<file path="config.mk">
export PLATFORM = sky130hd
export DESIGN_NAME = rscl_top
export DESIGN_NICKNAME = d
export VERILOG_FILES = /design/src/rtl/rscl_pkg.sv /design/src/rtl/rscl_top.sv
export SDC_FILE = /design/constraint.sdc
export NUM_CORES = 1
export LEC_CHECK = 0
export BUFFER_PORTS_ARGS = -buffer_cell sky130_fd_sc_hd__buf_4
export CORE_AREA = 3 3 88 90
export DETAILED_ROUTE_END_ITERATION = 8
export DIE_AREA = 0 0 91 93
export PLACE_DENSITY = 0.86
export SYNTH_ARGS = -nofsm -noshare
export SYNTH_HDL_FRONTEND = slang
export SYNTH_SLANG_ARGS = --single-unit
</file>
<file path="constraint.sdc">
create_clock -name SYS_CLK_I -period 1.9 [get_ports SYS_CLK_I]
set_input_delay 0.19 -clock SYS_CLK_I [delete_from_list [all_inputs] [get_ports SYS_CLK_I]]
set_output_delay 0.19 -clock SYS_CLK_I [all_outputs]
set_load 0.01 [all_outputs]
</file>
<file path="src/rtl/rscl_pkg.sv">
// Package for the reset state and configuration latch block
package rscl_pkg;

  // ****************************************
  // Register map
  // ****************************************
  localparam logic [7:0] RSCL_CFG_IDX = 8'h3F;
  localparam logic [7:0] RSCL_PRIO_IDX = 8'h3C;
  localparam logic [7:0] RSCL_STAT_IDX = 8'h30;
  localparam logic [11:0] RSCL_CFG_ADDR = {2'h0, RSCL_CFG_IDX, 2'h0};
  localparam logic [11:0] RSCL_PRIO_ADDR = {2'h0, RSCL_PRIO_IDX, 2'h0};
  localparam logic [11:0] RSCL_STAT_ADDR = {2'h0, RSCL_STAT_IDX, 2'h0};

  // ****************************************
  // Reset values and vectors
  // ****************************************
  localparam logic [4:0] RSCL_TOP_IRQ_RST = 5'h06;
  localparam logic [7:0] RSCL_RAM_MAP_RST = 8'h00;
  localparam logic [15:0] RSCL_TMR_CNT_RST = 16'h0000;
  localparam logic [15:0] RSCL_OCMP_RST = 16'hFFFF;
  localparam logic [15:0] RSCL_BAUD_RST = 16'h0004;
  localparam logic [1:0] RSCL_WDOG_RATE_RST = 2'h0;
  localparam logic [15:0] RSCL_VEC_NORMAL = 16'hFFFE;
  localparam logic [15:0] RSCL_VEC_SPECIAL = 16'hBFFE;
  localparam logic [1:0] RSCL_FETCH_CYCLES = 2'h3;

  // ****************************************
  // Types
  // ****************************************
  typedef enum logic [1:0] {
    RSCL_ST_HOLD = 2'b00,
    RSCL_ST_LOAD = 2'b01,
    RSCL_ST_FETCH = 2'b10,
    RSCL_ST_RUN = 2'b11
  } rscl_state_e;

  typedef enum logic [1:0] {
    RSCL_CAUSE_POR = 2'b00,
    RSCL_CAUSE_CLKMON = 2'b01,
    RSCL_CAUSE_WDOG = 2'b10
  } rscl_cause_e;

  // Bit order matches the configuration byte, bit 7 first
  typedef struct packed {
    logic rom_base_select;
    logic sync_serial_pin_select;
    logic fast_clock_output_enable;
    logic pullup_assign_enable;
    logic security_off;
    logic watchdog_off;
    logic rom_in_map;
    logic eeprom_in_map;
  } rscl_cfg_s;

  typedef struct packed {
    logic rom_at_4000;
    logic rom_at_0000;
    logic rom_in_map;
    logic eeprom_in_map;
    logic security_en;
    logic watchdog_en;
    logic fast_clock_oe;
    logic pullup_assign_en;
    logic i2c_on_port_d;
    logic i2c_on_port_e;
    logic spi_blocked;
  } rscl_map_s;

  typedef struct packed {
    logic ccr_x;
    logic ccr_i;
    logic ccr_s;
    logic [7:0] ram_reg_map_setup;
    logic eeprom_map_setup;
    logic expansion_bus;
    logic [15:0] timer_count;
    logic [15:0] ocmp_value;
    logic [15:0] baud;
    logic tx_holding_empty;
    logic tx_done;
    logic [1:0] watchdog_rate;
    logic osc_startup_delay;
    logic clk_monitor_en;
    logic clk_monitor_force;
    logic adc_power_up;
    logic irq_edge_mode;
  } rscl_init_s;

endpackage : rscl_pkg

</file>
<file path="src/rtl/rscl_top.sv">
// Reset sequencer with configuration latches, vector select and start-up state
//
// Overview of operation
// Configuration byte is EEPROM plus working latches; only latches steer the chip.
// Reads return the latch loaded at the last reset, not newer EEPROM data.
// Special variant allows direct writes; otherwise changes wait for next reset.
// ROM base bit picks high or low ROM; single chip reset forces it set.
// Pin select routes two-wire bus to port D and blocks SPI, else port E.
// Fast clock enable drives clock out on its pin; clear disables the pin.
// Pull-up assign enable gates the pull-up register; clear forces pull-ups off.
// Security off disables protection; clear enables it on mask parts.
// Watchdog off clear enables watchdog; reset selects the shortest watchdog rate.
// ROM and EEPROM map bits include or exclude each memory.
// Vector address depends on reset cause and normal or special mode.
// CPU fetches vector over three cycles; X, I and S flags set.
// Reset clears RAM/register map setup; EEPROM mapped at its fixed window.
// Expanded reset dedicates ports to bus; single chip makes all ports inputs.
// Timer count cleared, compares set to all ones, flags and enables cleared.
// Shared channel acts as compare 5 with no pin action.
// Periodic interrupt flag, mask and rate bits cleared at reset.
// Pulse accumulator, SPI and two-wire bus disabled at reset.
// Async serial baud set, interrupts masked, tx flags set, rx flags cleared.
// Converter power bit and conversion complete flag cleared at reset.
// Top interrupt select loaded with 00110; interrupt pins level-sensitive.
// Mode pins captured at reset release; delay set, clock monitor cleared.
// Latches load from EEPROM before the vector fetch begins.
//
// The implementer's own choice: the APB register port.
`timescale 1ns/1ns

module rscl_top (
  // Clock and reset
  input wire logic SYS_CLK_I,
  input wire logic RST_N_I,
  // Reset causes
  input wire logic PIN_RESET_I,
  input wire logic CLKMON_FAIL_I,
  input wire logic WDOG_TIMEOUT_I,
  // Mode pins and EEPROM configuration byte
  input wire logic MODE_PIN_A_I,
  input wire logic MODE_PIN_B_I,
  input wire logic [7:0] EEPROM_CFG_I,
  // CPU interrupt mask state
  input wire logic CPU_IMASK_I,
  // APB slave
  input wire logic PSEL_I,
  input wire logic PENABLE_I,
  input wire logic PWRITE_I,
  input wire logic [11:0] PADDR_I,
  input wire logic [31:0] PWDATA_I,
  input wire logic [3:0] PSTRB_I,
  output logic PREADY_O,
  output logic [31:0] PRDATA_O,
  output logic PSLVERR_O,
  // Sequence to CPU and peripherals
  output logic PERIPH_RST_O,
  output logic CPU_FETCH_O,
  output logic CPU_RUN_O,
  output logic [15:0] VECTOR_ADDR_O,
  // Configuration and start-up state
  output rscl_pkg::rscl_cfg_s CFG_O,
  output rscl_pkg::rscl_map_s MAP_O,
  output rscl_pkg::rscl_init_s INIT_O,
  output logic [4:0] TOP_IRQ_SEL_O,
  output logic [2:0] MODE_O
);
  import rscl_pkg::*;

  // ****************************************
  // State
  // ****************************************
  rscl_state_e state_r;
  rscl_state_e state_nxt;
  rscl_cause_e cause_r;
  rscl_cause_e cause_nxt;
  rscl_cfg_s cfg_r;
  rscl_map_s map_r;
  rscl_init_s init_r;
  logic [1:0] fetch_cnt_r;
  logic boot_rom_read_r;
  logic special_variant_r;
  logic mode_select_a_r;
  logic [4:0] top_irq_r;
  logic periph_rst_r;
  logic fetch_r;
  logic run_r;
  logic [15:0] vector_r;
  logic pready_r;
  logic [31:0] prdata_r;
  logic pslverr_r;
  logic req_reset;
  logic single_chip_cap;
  logic wr_fire;
  logic rd_hit;
  logic [31:0] rd_data;

  // ****************************************
  // Reset sequence
  // ****************************************
  // Pin reset outranks clock monitor, which outranks the watchdog
  always_comb begin
    req_reset = 1'b1;
    cause_nxt = cause_r;
    if (PIN_RESET_I) begin
      cause_nxt = RSCL_CAUSE_POR;
    end else if (CLKMON_FAIL_I) begin
      cause_nxt = RSCL_CAUSE_CLKMON;
    end else if (WDOG_TIMEOUT_I && !cfg_r.watchdog_off) begin
      cause_nxt = RSCL_CAUSE_WDOG;
    end else begin
      req_reset = 1'b0;
    end
  end

  always_comb begin
    state_nxt = state_r;
    case (state_r)
      RSCL_ST_HOLD: begin
        if (!PIN_RESET_I) begin
          state_nxt = RSCL_ST_LOAD;
        end
      end
      RSCL_ST_LOAD: begin
        state_nxt = RSCL_ST_FETCH;
      end
      RSCL_ST_FETCH: begin
        if (fetch_cnt_r == RSCL_FETCH_CYCLES - 2'h1) begin
          state_nxt = RSCL_ST_RUN;
        end
      end
      RSCL_ST_RUN: begin
        state_nxt = RSCL_ST_RUN;
      end
      default: begin
        state_nxt = RSCL_ST_HOLD;
      end
    endcase
    if (req_reset) begin
      state_nxt = RSCL_ST_HOLD;
    end
  end

  always_ff @(posedge SYS_CLK_I) begin
    if (!RST_N_I) begin
      state_r <= RSCL_ST_HOLD;
      cause_r <= RSCL_CAUSE_POR;
    end else begin
      state_r <= state_nxt;
      cause_r <= cause_nxt;
    end
  end

  always_ff @(posedge SYS_CLK_I) begin
    if (!RST_N_I || state_r != RSCL_ST_FETCH) begin
      fetch_cnt_r <= 2'h0;
    end else begin
      fetch_cnt_r <= fetch_cnt_r + 2'h1;
    end
  end

  // ****************************************
  // Mode capture
  // ****************************************
  // Pins are sampled in the first cycle after release, never under reset itself
  assign single_chip_cap = MODE_PIN_B_I && !MODE_PIN_A_I;

  always_ff @(posedge SYS_CLK_I) begin
    if (!RST_N_I) begin
      boot_rom_read_r <= 1'b0;
      special_variant_r <= 1'b0;
      mode_select_a_r <= 1'b0;
    end else if (state_r == RSCL_ST_LOAD) begin
      boot_rom_read_r <= !MODE_PIN_B_I && !MODE_PIN_A_I;
      special_variant_r <= !MODE_PIN_B_I;
      mode_select_a_r <= MODE_PIN_A_I;
    end else if (wr_fire && PADDR_I == RSCL_PRIO_ADDR && special_variant_r && PSTRB_I[0]) begin
      boot_rom_read_r <= PWDATA_I[7];
      special_variant_r <= PWDATA_I[6];
      mode_select_a_r <= PWDATA_I[5];
    end
  end

  always_ff @(posedge SYS_CLK_I) begin
    if (!RST_N_I || state_r == RSCL_ST_HOLD) begin
      top_irq_r <= RSCL_TOP_IRQ_RST;
    end else if (wr_fire && PADDR_I == RSCL_PRIO_ADDR && CPU_IMASK_I && PSTRB_I[0]) begin
      top_irq_r <= PWDATA_I[4:0];
    end
  end

  // ****************************************
  // Configuration latches
  // ****************************************
  // The EEPROM byte is only looked at while loading, so later programming stays hidden
  always_ff @(posedge SYS_CLK_I) begin
    if (!RST_N_I) begin
      cfg_r <= '0;
    end else if (state_r == RSCL_ST_LOAD) begin
      cfg_r <= rscl_cfg_s'(EEPROM_CFG_I);
      if (single_chip_cap) begin
        cfg_r.rom_base_select <= 1'b1;
      end
    end else if (wr_fire && PADDR_I == RSCL_CFG_ADDR && special_variant_r && PSTRB_I[0]) begin
      cfg_r <= rscl_cfg_s'(PWDATA_I[7:0]);
    end
  end

  // Decoded controls follow the latches one cycle later
  always_ff @(posedge SYS_CLK_I) begin
    if (!RST_N_I) begin
      map_r <= '0;
    end else begin
      map_r.rom_at_4000 <= cfg_r.rom_base_select;
      map_r.rom_at_0000 <= !cfg_r.rom_base_select && mode_select_a_r;
      map_r.rom_in_map <= cfg_r.rom_in_map;
      map_r.eeprom_in_map <= cfg_r.eeprom_in_map;
      map_r.security_en <= !cfg_r.security_off;
      map_r.watchdog_en <= !cfg_r.watchdog_off;
      map_r.fast_clock_oe <= cfg_r.fast_clock_output_enable;
      map_r.pullup_assign_en <= cfg_r.pullup_assign_enable;
      map_r.i2c_on_port_d <= cfg_r.sync_serial_pin_select;
      map_r.i2c_on_port_e <= !cfg_r.sync_serial_pin_select;
      map_r.spi_blocked <= cfg_r.sync_serial_pin_select;
    end
  end

  // ****************************************
  // Start-up state
  // ****************************************
  // Peripherals stay in reset until the CPU runs, which clears their flags and enables
  always_ff @(posedge SYS_CLK_I) begin
    if (!RST_N_I) begin
      periph_rst_r <= 1'b1;
    end else begin
      periph_rst_r <= state_nxt != RSCL_ST_RUN;
    end
  end

  always_ff @(posedge SYS_CLK_I) begin
    if (!RST_N_I || state_r == RSCL_ST_HOLD) begin
      init_r.ccr_x <= 1'b1;
      init_r.ccr_i <= 1'b1;
      init_r.ccr_s <= 1'b1;
      init_r.ram_reg_map_setup <= RSCL_RAM_MAP_RST;
      init_r.eeprom_map_setup <= 1'b1;
      init_r.expansion_bus <= 1'b0;
      init_r.timer_count <= RSCL_TMR_CNT_RST;
      init_r.ocmp_value <= RSCL_OCMP_RST;
      init_r.baud <= RSCL_BAUD_RST;
      init_r.tx_holding_empty <= 1'b1;
      init_r.tx_done <= 1'b1;
      init_r.watchdog_rate <= RSCL_WDOG_RATE_RST;
      init_r.osc_startup_delay <= 1'b1;
      init_r.clk_monitor_en <= 1'b0;
      init_r.clk_monitor_force <= 1'b0;
      init_r.adc_power_up <= 1'b0;
      init_r.irq_edge_mode <= 1'b0;
    end else if (state_r == RSCL_ST_LOAD) begin
      init_r.expansion_bus <= MODE_PIN_A_I;
    end
  end

  // ****************************************
  // CPU vector fetch
  // ****************************************
  // Cause code doubles as the word offset below the base vector
  always_ff @(posedge SYS_CLK_I) begin
    if (!RST_N_I) begin
      fetch_r <= 1'b0;
      run_r <= 1'b0;
      vector_r <= RSCL_VEC_NORMAL;
    end else begin
      fetch_r <= state_nxt == RSCL_ST_FETCH;
      run_r <= state_nxt == RSCL_ST_RUN;
      if (state_r == RSCL_ST_LOAD) begin
        if (!MODE_PIN_B_I) begin
          vector_r <= RSCL_VEC_SPECIAL - {13'h0, cause_r, 1'b0};
        end else begin
          vector_r <= RSCL_VEC_NORMAL - {13'h0, cause_r, 1'b0};
        end
      end
    end
  end

  // ****************************************
  // APB slave
  // ****************************************
  // One wait state: ready rises in the second access cycle
  assign wr_fire = PSEL_I && PENABLE_I && pready_r && PWRITE_I;

  always_comb begin
    rd_hit = 1'b1;
    rd_data = 32'h0;
    case (PADDR_I)
      RSCL_CFG_ADDR: begin
        rd_data = {24'h0, cfg_r};
      end
      RSCL_PRIO_ADDR: begin
        rd_data = {24'h0, boot_rom_read_r, special_variant_r, mode_select_a_r, top_irq_r};
      end
      RSCL_STAT_ADDR: begin
        rd_data = {24'h0, 2'h0, state_r, 2'h0, cause_r};
      end
      default: begin
        rd_hit = 1'b0;
      end
    endcase
  end

  always_ff @(posedge SYS_CLK_I) begin
    if (!RST_N_I) begin
      pready_r <= 1'b0;
      prdata_r <= 32'h0;
      pslverr_r <= 1'b0;
    end else begin
      pready_r <= PSEL_I && PENABLE_I && !pready_r;
      pslverr_r <= PSEL_I && PENABLE_I && !pready_r && !rd_hit;
      if (PSEL_I && PENABLE_I && !pready_r && !PWRITE_I && rd_hit) begin
        prdata_r <= rd_data;
      end else begin
        prdata_r <= 32'h0;
      end
    end
  end

  // ****************************************
  // Outputs
  // ****************************************
  // Every output is a register, so consumers never see decode glitches
  assign PREADY_O = pready_r;
  assign PRDATA_O = prdata_r;
  assign PSLVERR_O = pslverr_r;
  assign PERIPH_RST_O = periph_rst_r;
  assign CPU_FETCH_O = fetch_r;
  assign CPU_RUN_O = run_r;
  assign VECTOR_ADDR_O = vector_r;
  assign CFG_O = cfg_r;
  assign MAP_O = map_r;
  assign INIT_O = init_r;
  assign TOP_IRQ_SEL_O = top_irq_r;
  assign MODE_O = {boot_rom_read_r, special_variant_r, mode_select_a_r};

endmodule : rscl_top

</file>
==> results.sh, run 1 <==
export IMPL_port_buffers=83
export IMPL_ys_seq_area_frac=0.348
export IMPL_num_antenna_cells=0
export IMPL_path_cells="and4_1 > and3_1 > a21oi_4 > mux2_4"
export IMPL_cellPowerDensity_mw_per_mm2=644
export IMPL_clk_pin_slew_worst_paths_ns=0.08
export IMPL_die_height_microns=93
export IMPL_grt_busiest_layer="met2"
export IMPL_cp_arrival_ns=1.90
export IMPL_design_area_sq_mm=0.00327
export IMPL_dr_pass1_iters=4
export IMPL_place_ws_ns=-0.0207
export IMPL_grt_pass1_wl_microns=9490
export IMPL_hold_viol=0
export IMPL_ios=217
export IMPL_clock_latency_ns=0.30
export IMPL_drive_above_1_share=0.279
export IMPL_fillers=662
export IMPL_critPathKind="flop to flop"
export IMPL_synth_cell_types=46
export IMPL_max_clock_freq_ghz=0.586
export IMPL_fin_nets=468
export IMPL_rsz0062_at_grt="false"
export IMPL_use_met1=0.140
export IMPL_fin_crit_sh=0.899
export IMPL_min_period_ns=1.71
export IMPL_vdd_ir_drop_max_mv=0.263
export IMPL_start_util=0.395
export IMPL_drt_iter0_drc=91
export IMPL_fin_setup_tns_ns=0
export IMPL_place_hpwl_microns=5020
export IMPL_viasPerCell=4.37
export IMPL_num_rows=31
export IMPL_antenna_found_initial=0
export IMPL_wl_per_cell_microns=12.5
export IMPL_die_x_microns=91
export IMPL_synth_ff_type="dfxtp_1"
export IMPL_finalClockSkew_ns=0.00912
export IMPL_synth_area_top_cells="dfxtp_1 (35%), buf_4 (29%), mux2_4 (3.2%), nand2_1 (2.9%), nor2_1 (2.4%)"
export IMPL_gr_total_overflow=0
export IMPL_die_area_sq_mm=0.00846
export IMPL_vias=2185
export IMPL_final_antenna_net_count=0
export IMPL_cp_start_kind="flop"
export IMPL_areaGrowthSynthToFinish_pct=16.1
export IMPL_routed_wl_microns=6260
export IMPL_final_cell_mix="conb_1 (106), buf_4 (89), dfxtp_1 (49)"
export IMPL_cts_hold_buf=0
export IMPL_critPathMaxFanout=8
export IMPL_cts_buffer_depth=2
export IMPL_status="finished clean"
export IMPL_place_congestion=0.881
export IMPL_placed_area_sq_mm=0.00315
export IMPL_grt_pass1_vias=1977
export IMPL_worst_hold_path_type="input pin to flop"
export IMPL_maxCapViolCount=0
export IMPL_cts_root_buf="clkbuf_8"
export IMPL_grt_start_max_net_pins=33
export IMPL_synth_edf_count=0
export IMPL_syn_avg_cell_area_sq_um=8.87
export IMPL_final_common_cell="conb_1"
export IMPL_drc=0
export IMPL_met3_usage=0.0346
export IMPL_synth_area_leader_cell="dfxtp_1"
export IMPL_cts_tree="done"
export IMPL_ys_ff_latch=49
export IMPL_cpPeakStageDelay_ns=0.42
export IMPL_critPathSlowestCell="a21oi_4"
export IMPL_endpoint_kind="flop"
export IMPL_report_final_slew_viol_count=0
export IMPL_met2_usage=0.262
export IMPL_timing_final_ws_setup_ns=0.193
export IMPL_cts_made_buffers=5
export IMPL_whs_ns=0.0774
export IMPL_netlist_area_sq_mm=0.00282
export IMPL_crit_required_ns=2.10
export IMPL_p_leak_nw=1.60
export IMPL_yosysTopAreaCellShare=0.348
export IMPL_finalSetupViolations=0
export IMPL_core_sq_mm=0.00714
export IMPL_cts_sinks=49
export IMPL_final_util=0.459
export IMPL_ctsResizeCount=0
export IMPL_synthArstFlopShare=0
export IMPL_netlist_instances=318
export IMPL_grt_usage=0.138
export IMPL_cts_htree_levels=2
export IMPL_postCtsSetupBuffers=0
export IMPL_yosys_warnings=0
## metrics by stage
stage	instances	total power, mW
5_1_grt	500	2.18
4_1_cts	500	2.11
2_1_floorplan	422	1.41
6_report	500	2.11
3_3_place_gp	492	1.35
3_5_place_dp	492	1.36
## state kept, by name, summed over array words and instances (netlist names), 2 cells and up
name and flops:
PRDATA_O 8, state_r 2, TOP_IRQ_SEL_O 5, CFG_O 8, VECTOR_ADDR_O 3, fetch_cnt_r 2
cause_r 2, MAP_O 10
## layout make-up
class,instances,area (sq um),share of cell area
multi-input combinational,249,1340,0.410
sequential,49,981,0.300
timing repair buffer,90,688,0.210
tap,99,124,0.0378
clock buffer,6,82.6,0.0252
clock inverter,2,37.5,0.0115
inverter,5,18.8,0.00573
## kinds of logic (layout without fill, tap and decap cells)
group / Yosys count / after routing / synth area share
simple gates: 87 / 87 / 0.174
compound gates: 44 / 44 / 0.106
buf+inv: 124 / 103 / 0.315
flops: 49 / 49 / 0.348
other cells: 2 / 106 / 0.00266
fa+ha+maj: 1 / 1 / 0.00444
mux: 11 / 11 / 0.0506
## critical path: cells and delay by family, from the launching register on
family	cells	cell delay (ns)
multiplexers	1	0.34
AND/OR/NAND/NOR	2	0.51
flip-flops	1	0.33
AO/OA/AOI/OAI	1	0.42
## final timing paths
path                                startpoint              to  slack, ns  cells past startpoint
worst min register to register  fetch_cnt_r[0]  fetch_cnt_r[0]       0.42                      1
worst max register to register        PREADY_O        CFG_O[0]       0.19                      4
worst max-delay path                  PREADY_O        CFG_O[0]       0.19                      4
worst min-delay path               PIN_RESET_I      state_r[1]       0.08                      2
## synthesized netlist by cell type, types with 2 or more instances
cell type	n
dfxtp_1	49
inv_1	5
mux2i_1	3
nor2b_1	7
a22o_1	2
nor2_1	18
mux2_4	6
nand4_1	2
and2_1	8
nand2_1	22
nand2b_1	2
or4_4	2
a21oi_1	9
buf_4	110
a21boi_0	6
a22oi_1	8
o21ai_0	4
clkbuf_1	7
o21ai_1	6
o21a_1	2
nor3b_1	2
conb_1	2
mux2_2	2
nand3_1	10
and4_1	2
o211ai_1	2
## metal layers
layer / vias to the layer above / routed length [microns]
met5: - / 0
met4: 0 / 106
met3: 14 / 775
met2: 184 / 3380
met1: 979 / 2000
li1: 1008 / -
## report_power, final
| group | internal (mW) | switching, mW |
|---|---|---|
| Sequential | 1.04 | 0.0124 |
| Clock | 0.428 | 0.338 |
| Combinational | 0.107 | 0.180 |
Note: power is estimated with default switching activity, not from simulation.
==> inputs of run 2 (changes only) <==
--- a/config.mk
+++ b/config.mk
@@ -10,6 +10,7 @@
 export DETAILED_ROUTE_END_ITERATION = 8
 export DIE_AREA = 0 0 91 93
 export PLACE_DENSITY = 0.86
+export RECOVER_POWER = 50
 export SYNTH_ARGS = -nofsm -noshare
 export SYNTH_HDL_FRONTEND = slang
 export SYNTH_SLANG_ARGS = --single-unit
==> run 2 against run 1 <==
Compared with the run above:
- combinational power decreased by 3%
- sequential power about the same
- clock skew about the same
- largest power group unchanged
- critical endpoint unchanged
- clock power about the same
- total power decreased by 0.34%
- utilization decreased by 1.7 points
- register-to-register slack about the same
- critical path depth unchanged
- sequential cell count unchanged
- non-clock buffer count unchanged
- routed wire length increased by 0.13%
==> results.sh, run 2 (synthesis results as in run 1) <==
export IMPL_status="finished clean"
export IMPL_critPathMaxFanout=8
export IMPL_place_congestion=0.881
export IMPL_largest_reg_flops=10
export IMPL_clk_pin_slew_worst_paths_ns=0.08
export IMPL_grt_start_max_net_pins=33
export IMPL_die_area_sq_mm=0.00846
export IMPL_cp_start_kind="flop"
export IMPL_final_antenna_net_count=0
export IMPL_final_util=0.442
export IMPL_crit_required_ns=2.10
export IMPL_dr_pass1_iters=4
export IMPL_cp_arrival_ns=1.90
export IMPL_dp_cells=492
export IMPL_fin_crit_sh=0.897
export IMPL_critPathSlowestCell="a21oi_4"
export IMPL_ios=217
export IMPL_ctsResizeCount=0
export IMPL_design_area_sq_mm=0.00315
export IMPL_place_hpwl_microns=5020
export IMPL_finalSetupViolations=0
export IMPL_cpPeakStageDelay_ns=0.43
export IMPL_viasPerCell=4.35
export IMPL_min_period_ns=1.70
export IMPL_cts_root_buf="clkbuf_8"
export IMPL_wl_per_cell_microns=12.5
export IMPL_cts_made_buffers=5
export IMPL_drt_iter0_drc=100
export IMPL_vias=2176
export IMPL_path_delay_family="simple AND/OR/NAND/NOR gates"
export IMPL_routed_wl_microns=6270
export IMPL_maxCapViolCount=0
export IMPL_antenna_found_initial=0
export IMPL_num_antenna_cells=0
export IMPL_grt_pass1_vias=1977
export IMPL_critPathKind="flop to flop"
export IMPL_fin_nets=468
export IMPL_whs_ns=0.0754
export IMPL_gr_total_overflow=0
export IMPL_num_rows=31
export IMPL_start_util=0.395
export IMPL_drive_above_1_share=0.200
export IMPL_fillers=703
export IMPL_worst_hold_path_type="input pin to flop"
export IMPL_die_x_microns=91
export IMPL_final_cell_mix="conb_1 (106), buf_4 (57), dfxtp_1 (49)"
export IMPL_cts_htree_levels=2
export IMPL_drc=0
export IMPL_die_height_microns=93
export IMPL_finalClockSkew_ns=0.00927
export IMPL_met2_usage=0.262
export IMPL_use_met1=0.140
export IMPL_cts_tree="done"
export IMPL_path_cells="and4_1 > and3_1 > a21oi_4 > mux2_4"
export IMPL_areaGrowthSynthToFinish_pct=11.8
export IMPL_clock_latency_ns=0.31
export IMPL_port_buffers=83
export IMPL_rsz0062_at_grt="false"
export IMPL_grt_busiest_layer="met2"
export IMPL_met3_usage=0.0346
export IMPL_report_final_slew_viol_count=0
export IMPL_grt_pass1_wl_microns=9490
export IMPL_cts_sinks=49
export IMPL_power_mw=2.10
export IMPL_placed_area_sq_mm=0.00315
export IMPL_final_common_cell="conb_1"
export IMPL_p_leak_nw=1.46
export IMPL_vdd_ir_drop_max_mv=0.263
export IMPL_cts_buffer_depth=2
export IMPL_path_buf_inv=0
export IMPL_cts_hold_buf=0
export IMPL_grt_usage=0.138
export IMPL_cellPowerDensity_mw_per_mm2=666
export IMPL_max_clock_freq_ghz=0.587
export IMPL_postCtsSetupBuffers=0
export IMPL_hold_viol=0
export IMPL_fin_cells=500
export IMPL_endpoint_kind="flop"
export IMPL_core_sq_mm=0.00714
==> run 2: changes by cell type in the layout (fill, tap and decap cells not counted), sizes merged <==
cell	change
buf	-32
clkbuf	+32
==> run 2: worst paths after layout <==
| path | startpoint | to | slack, ns | cells after the start |
|---|---|---|---|---|
| min reg2reg | fetch_cnt_r[0] | fetch_cnt_r[0] | 0.42 | 1 |
| min | PIN_RESET_I | state_r[1] | 0.08 | 2 |
| max reg2reg | PREADY_O | CFG_O[0] | 0.20 | 4 |
| max | PREADY_O | CFG_O[0] | 0.20 | 4 |
==> run 2: final cells by class <==
type,count,area (sq um),share of cell area
multi-input cells,249,1340,0.426
flip-flops and latches,49,981,0.311
repair buffers,90,568,0.180
well taps,99,124,0.0393
clock buffers,6,82.6,0.0262
clock inverters,2,37.5,0.0119
inverters,5,18.8,0.00595
==> run 2: where the power goes <==
part           internal, mW  switching [mW]
clock network         0.428           0.341
logic                0.0976           0.180
registers              1.04          0.0121
==> run 2: stage by stage <==
step / setup slack, ns / TNS [ns]
3_3_place_gp: 0.0681 / 0
4_1_cts: 0.196 / 0
5_1_grt: 0.123 / 0
6_report: 0.195 / 0
3_5_place_dp: -0.0207 / -0.0314
2_1_floorplan: 0.118 / 0
==> run 2: per-layer routing <==
| layer | wire [microns] | part of all wire |
|---|---|---|
| met1 | 2020 | 0.32 |
| met2 | 3330 | 0.53 |
| met3 | 749 | 0.12 |
| met4 | 170 | 0.027 |
| met5 | 0 | 0 |
==> inputs of run 3 (changes only) <==
--- a/config.mk
+++ b/config.mk
@@ -5,10 +5,11 @@
 export SDC_FILE = /design/constraint.sdc
 export NUM_CORES = 1
 export LEC_CHECK = 0
+export ABC_AREA = 1
 export BUFFER_PORTS_ARGS = -buffer_cell sky130_fd_sc_hd__buf_4
-export CORE_AREA = 3 3 88 90
+export CORE_AREA = 3 3 89 91
 export DETAILED_ROUTE_END_ITERATION = 8
-export DIE_AREA = 0 0 91 93
+export DIE_AREA = 0 0 92 94
 export PLACE_DENSITY = 0.86
 export RECOVER_POWER = 50
 export SYNTH_ARGS = -nofsm -noshare
==> run 3 against run 2 <==
Compared with the run above:
- die area increased by 2.2%
- critical path depth increased by 1
- count of clock-buffer cells in the layout fell by 1
- final cell count rose by 16%
- sequential cell count unchanged
- largest power group unchanged
- via count is 6.4% higher
==> results.sh, run 3 <==
export IMPL_drive_above_1_share=0.204
export IMPL_synth_ff_type="dfxtp_1"
export IMPL_synth_edf_count=0
export IMPL_final_util=0.450
export IMPL_grt_usage=0.139
export IMPL_postCtsSetupBuffers=0
export IMPL_cts_buffer_depth=2
export IMPL_syn_avg_cell_area_sq_um=7.40
export IMPL_ys_seq_area_frac=0.334
export IMPL_fillers=750
export IMPL_yosys_warnings=0
export IMPL_path_delay_family="flip-flops"
export IMPL_fin_nets=547
export IMPL_clk_pin_slew_worst_paths_ns=0.09
export IMPL_fin_cells=579
export IMPL_min_period_ns=1.42
export IMPL_dp_cells=571
export IMPL_critPathKind="flop to flop"
export IMPL_finalClockSkew_ns=0.00734
export IMPL_ios=217
export IMPL_port_buffers=83
export IMPL_die_area_sq_mm=0.00865
export IMPL_netlist_instances=397
export IMPL_place_congestion=0.896
export IMPL_maxCapViolCount=0
export IMPL_rsz0062_at_grt="false"
export IMPL_drc=0
export IMPL_grt_start_max_net_pins=25
export IMPL_cellPowerDensity_mw_per_mm2=643
export IMPL_power_mw=2.09
export IMPL_cts_htree_levels=2
export IMPL_wl_per_cell_microns=11.1
export IMPL_cts_hold_buf=0
export IMPL_ctsResizeCount=0
export IMPL_routed_wl_microns=6450
export IMPL_num_antenna_cells=0
export IMPL_fin_crit_sh=0.747
export IMPL_num_rows=31
export IMPL_cp_start_kind="flop"
export IMPL_core_sq_mm=0.00721
export IMPL_report_final_slew_viol_count=0
export IMPL_hold_viol=0
export IMPL_worstMarginPinSlew_ns=0.705
export IMPL_yosysTopAreaCellShare=0.334
export IMPL_critPathMaxFanout=24
export IMPL_status="finished clean"
export IMPL_start_util=0.407
export IMPL_grt_pass1_vias=2066
export IMPL_worst_hold_path_type="input pin to flop"
export IMPL_path_common_cell="inv_2"
export IMPL_die_height_microns=94
export IMPL_dr_pass1_iters=4
export IMPL_fin_setup_tns_ns=0
export IMPL_cpPeakStageDelay_ns=0.45
export IMPL_crit_required_ns=2.10
export IMPL_ys_ff_latch=49
export IMPL_whs_ns=0.0817
export IMPL_cp_arrival_ns=1.62
export IMPL_drt_iter0_drc=49
export IMPL_vdd_ir_drop_max_mv=0.296
export IMPL_final_common_cell="conb_1"
export IMPL_slew_headroom=0.530
export IMPL_endpoint_kind="flop"
export IMPL_netlist_area_sq_mm=0.00294
export IMPL_antenna_found_initial=0
export IMPL_synth_area_top_cells="dfxtp_1 (33%), buf_4 (28%), nand2_1 (9.6%), nor2_1 (4.9%), inv_1 (3.7%)"
export IMPL_synth_cell_types=30
export IMPL_cts_root_buf="clkbuf_8"
export IMPL_final_cell_mix="conb_1 (106), nand2_1 (75), buf_4 (56)"
export IMPL_cts_made_buffers=5
export IMPL_vias=2316
export IMPL_areaGrowthSynthToFinish_pct=10.4
export IMPL_finalSetupViolations=0
export IMPL_path_cells="nor2_4 > inv_2 > o211ai_1 > nor3_2 > inv_2"
export IMPL_path_buf_inv=2
export IMPL_yosysMostFrequentCell="buf_4"
export IMPL_synthArstFlopShare=0
export IMPL_cts_tree="done"
export IMPL_max_clock_freq_ghz=0.705
export IMPL_clock_latency_ns=0.30
export IMPL_cts_sinks=49
export IMPL_synth_area_leader_cell="dfxtp_1"
export IMPL_viasPerCell=4.00
export IMPL_grt_pass1_wl_microns=9630
export IMPL_ys_top_cells_by_count="buf_4 (111), nand2_1 (75), dfxtp_1 (49), nor2_1 (38), inv_1 (29)"
export IMPL_critPathSlowestCell="dfxtp_1"
export IMPL_p_leak_nw=1.60
export IMPL_largest_reg_flops=10
export IMPL_final_antenna_net_count=0
export IMPL_die_x_microns=92
export IMPL_place_hpwl_microns=5320
export IMPL_gr_total_overflow=0
==> run 3: cell types whose count changed in the layout (fill, tap and decap cells not counted), moves of 7 or more <==
cell     delta
a22oi_1     -8
inv_1      +25
nand2_1    +53
nand3_1    +10
nor2_1     +20
nor2b_1     -7
==> run 3: through the flow <==
stage	worst slack, ns	instance area (sq um)
after floorplan	0.718	3330
after global placement	0.521	3250
after detailed placement	0.511	3250
after CTS	0.489	3360
after global routing	0.366	3250
final	0.482	3250
==> run 3: logic make-up after synthesis <==
group                    share of synthesized area
AND/OR/NAND/NOR                              0.263
buffers and inverters                        0.338
flip-flops                                   0.334
other                                      0.00256
adder cells (fa/ha/maj)                    0.00426
AO/OA/AOI/OAI                               0.0583
==> run 3: power by group <==
group | leakage [nW] | internal (mW) | switching [mW]
registers | 0.397 | 1.04 | 0.0123
logic | 1.15 | 0.0909 | 0.197
clock network | 0.0543 | 0.394 | 0.346
==> run 3: metal layers <==
layer,global-route usage,vias up,share of wire,wire length [microns]
li1,-,1165,-,-
met4,0.0408,0,0.015,99
met5,0,-,0,0
met2,0.269,138,0.51,3270
met1,0.150,1002,0.37,2370
met3,0.0321,11,0.11,713
==> run 3: area by class of cell <==
class,instances,area [sq um],share of cell area
Tap cell,99,124,0.0382
Sequential cell,49,981,0.302
Timing Repair Buffer,86,533,0.164
Clock inverter,3,46.3,0.0143
Inverter,38,144,0.0443
Multi-Input combinational cell,299,1350,0.416
Clock buffer,5,68.8,0.0212
==> run 3: path summary, 6_finish.rpt <==
kind                                startpoint  depth (start not counted)             end  slack, ns
worst max-delay path                state_r[1]                          5    PERIPH_RST_O       0.48
worst max register to register      state_r[1]                          5    PERIPH_RST_O       0.48
worst min register to register  fetch_cnt_r[0]                          1  fetch_cnt_r[0]       0.42
worst min-delay path               PIN_RESET_I                          2      state_r[1]       0.08
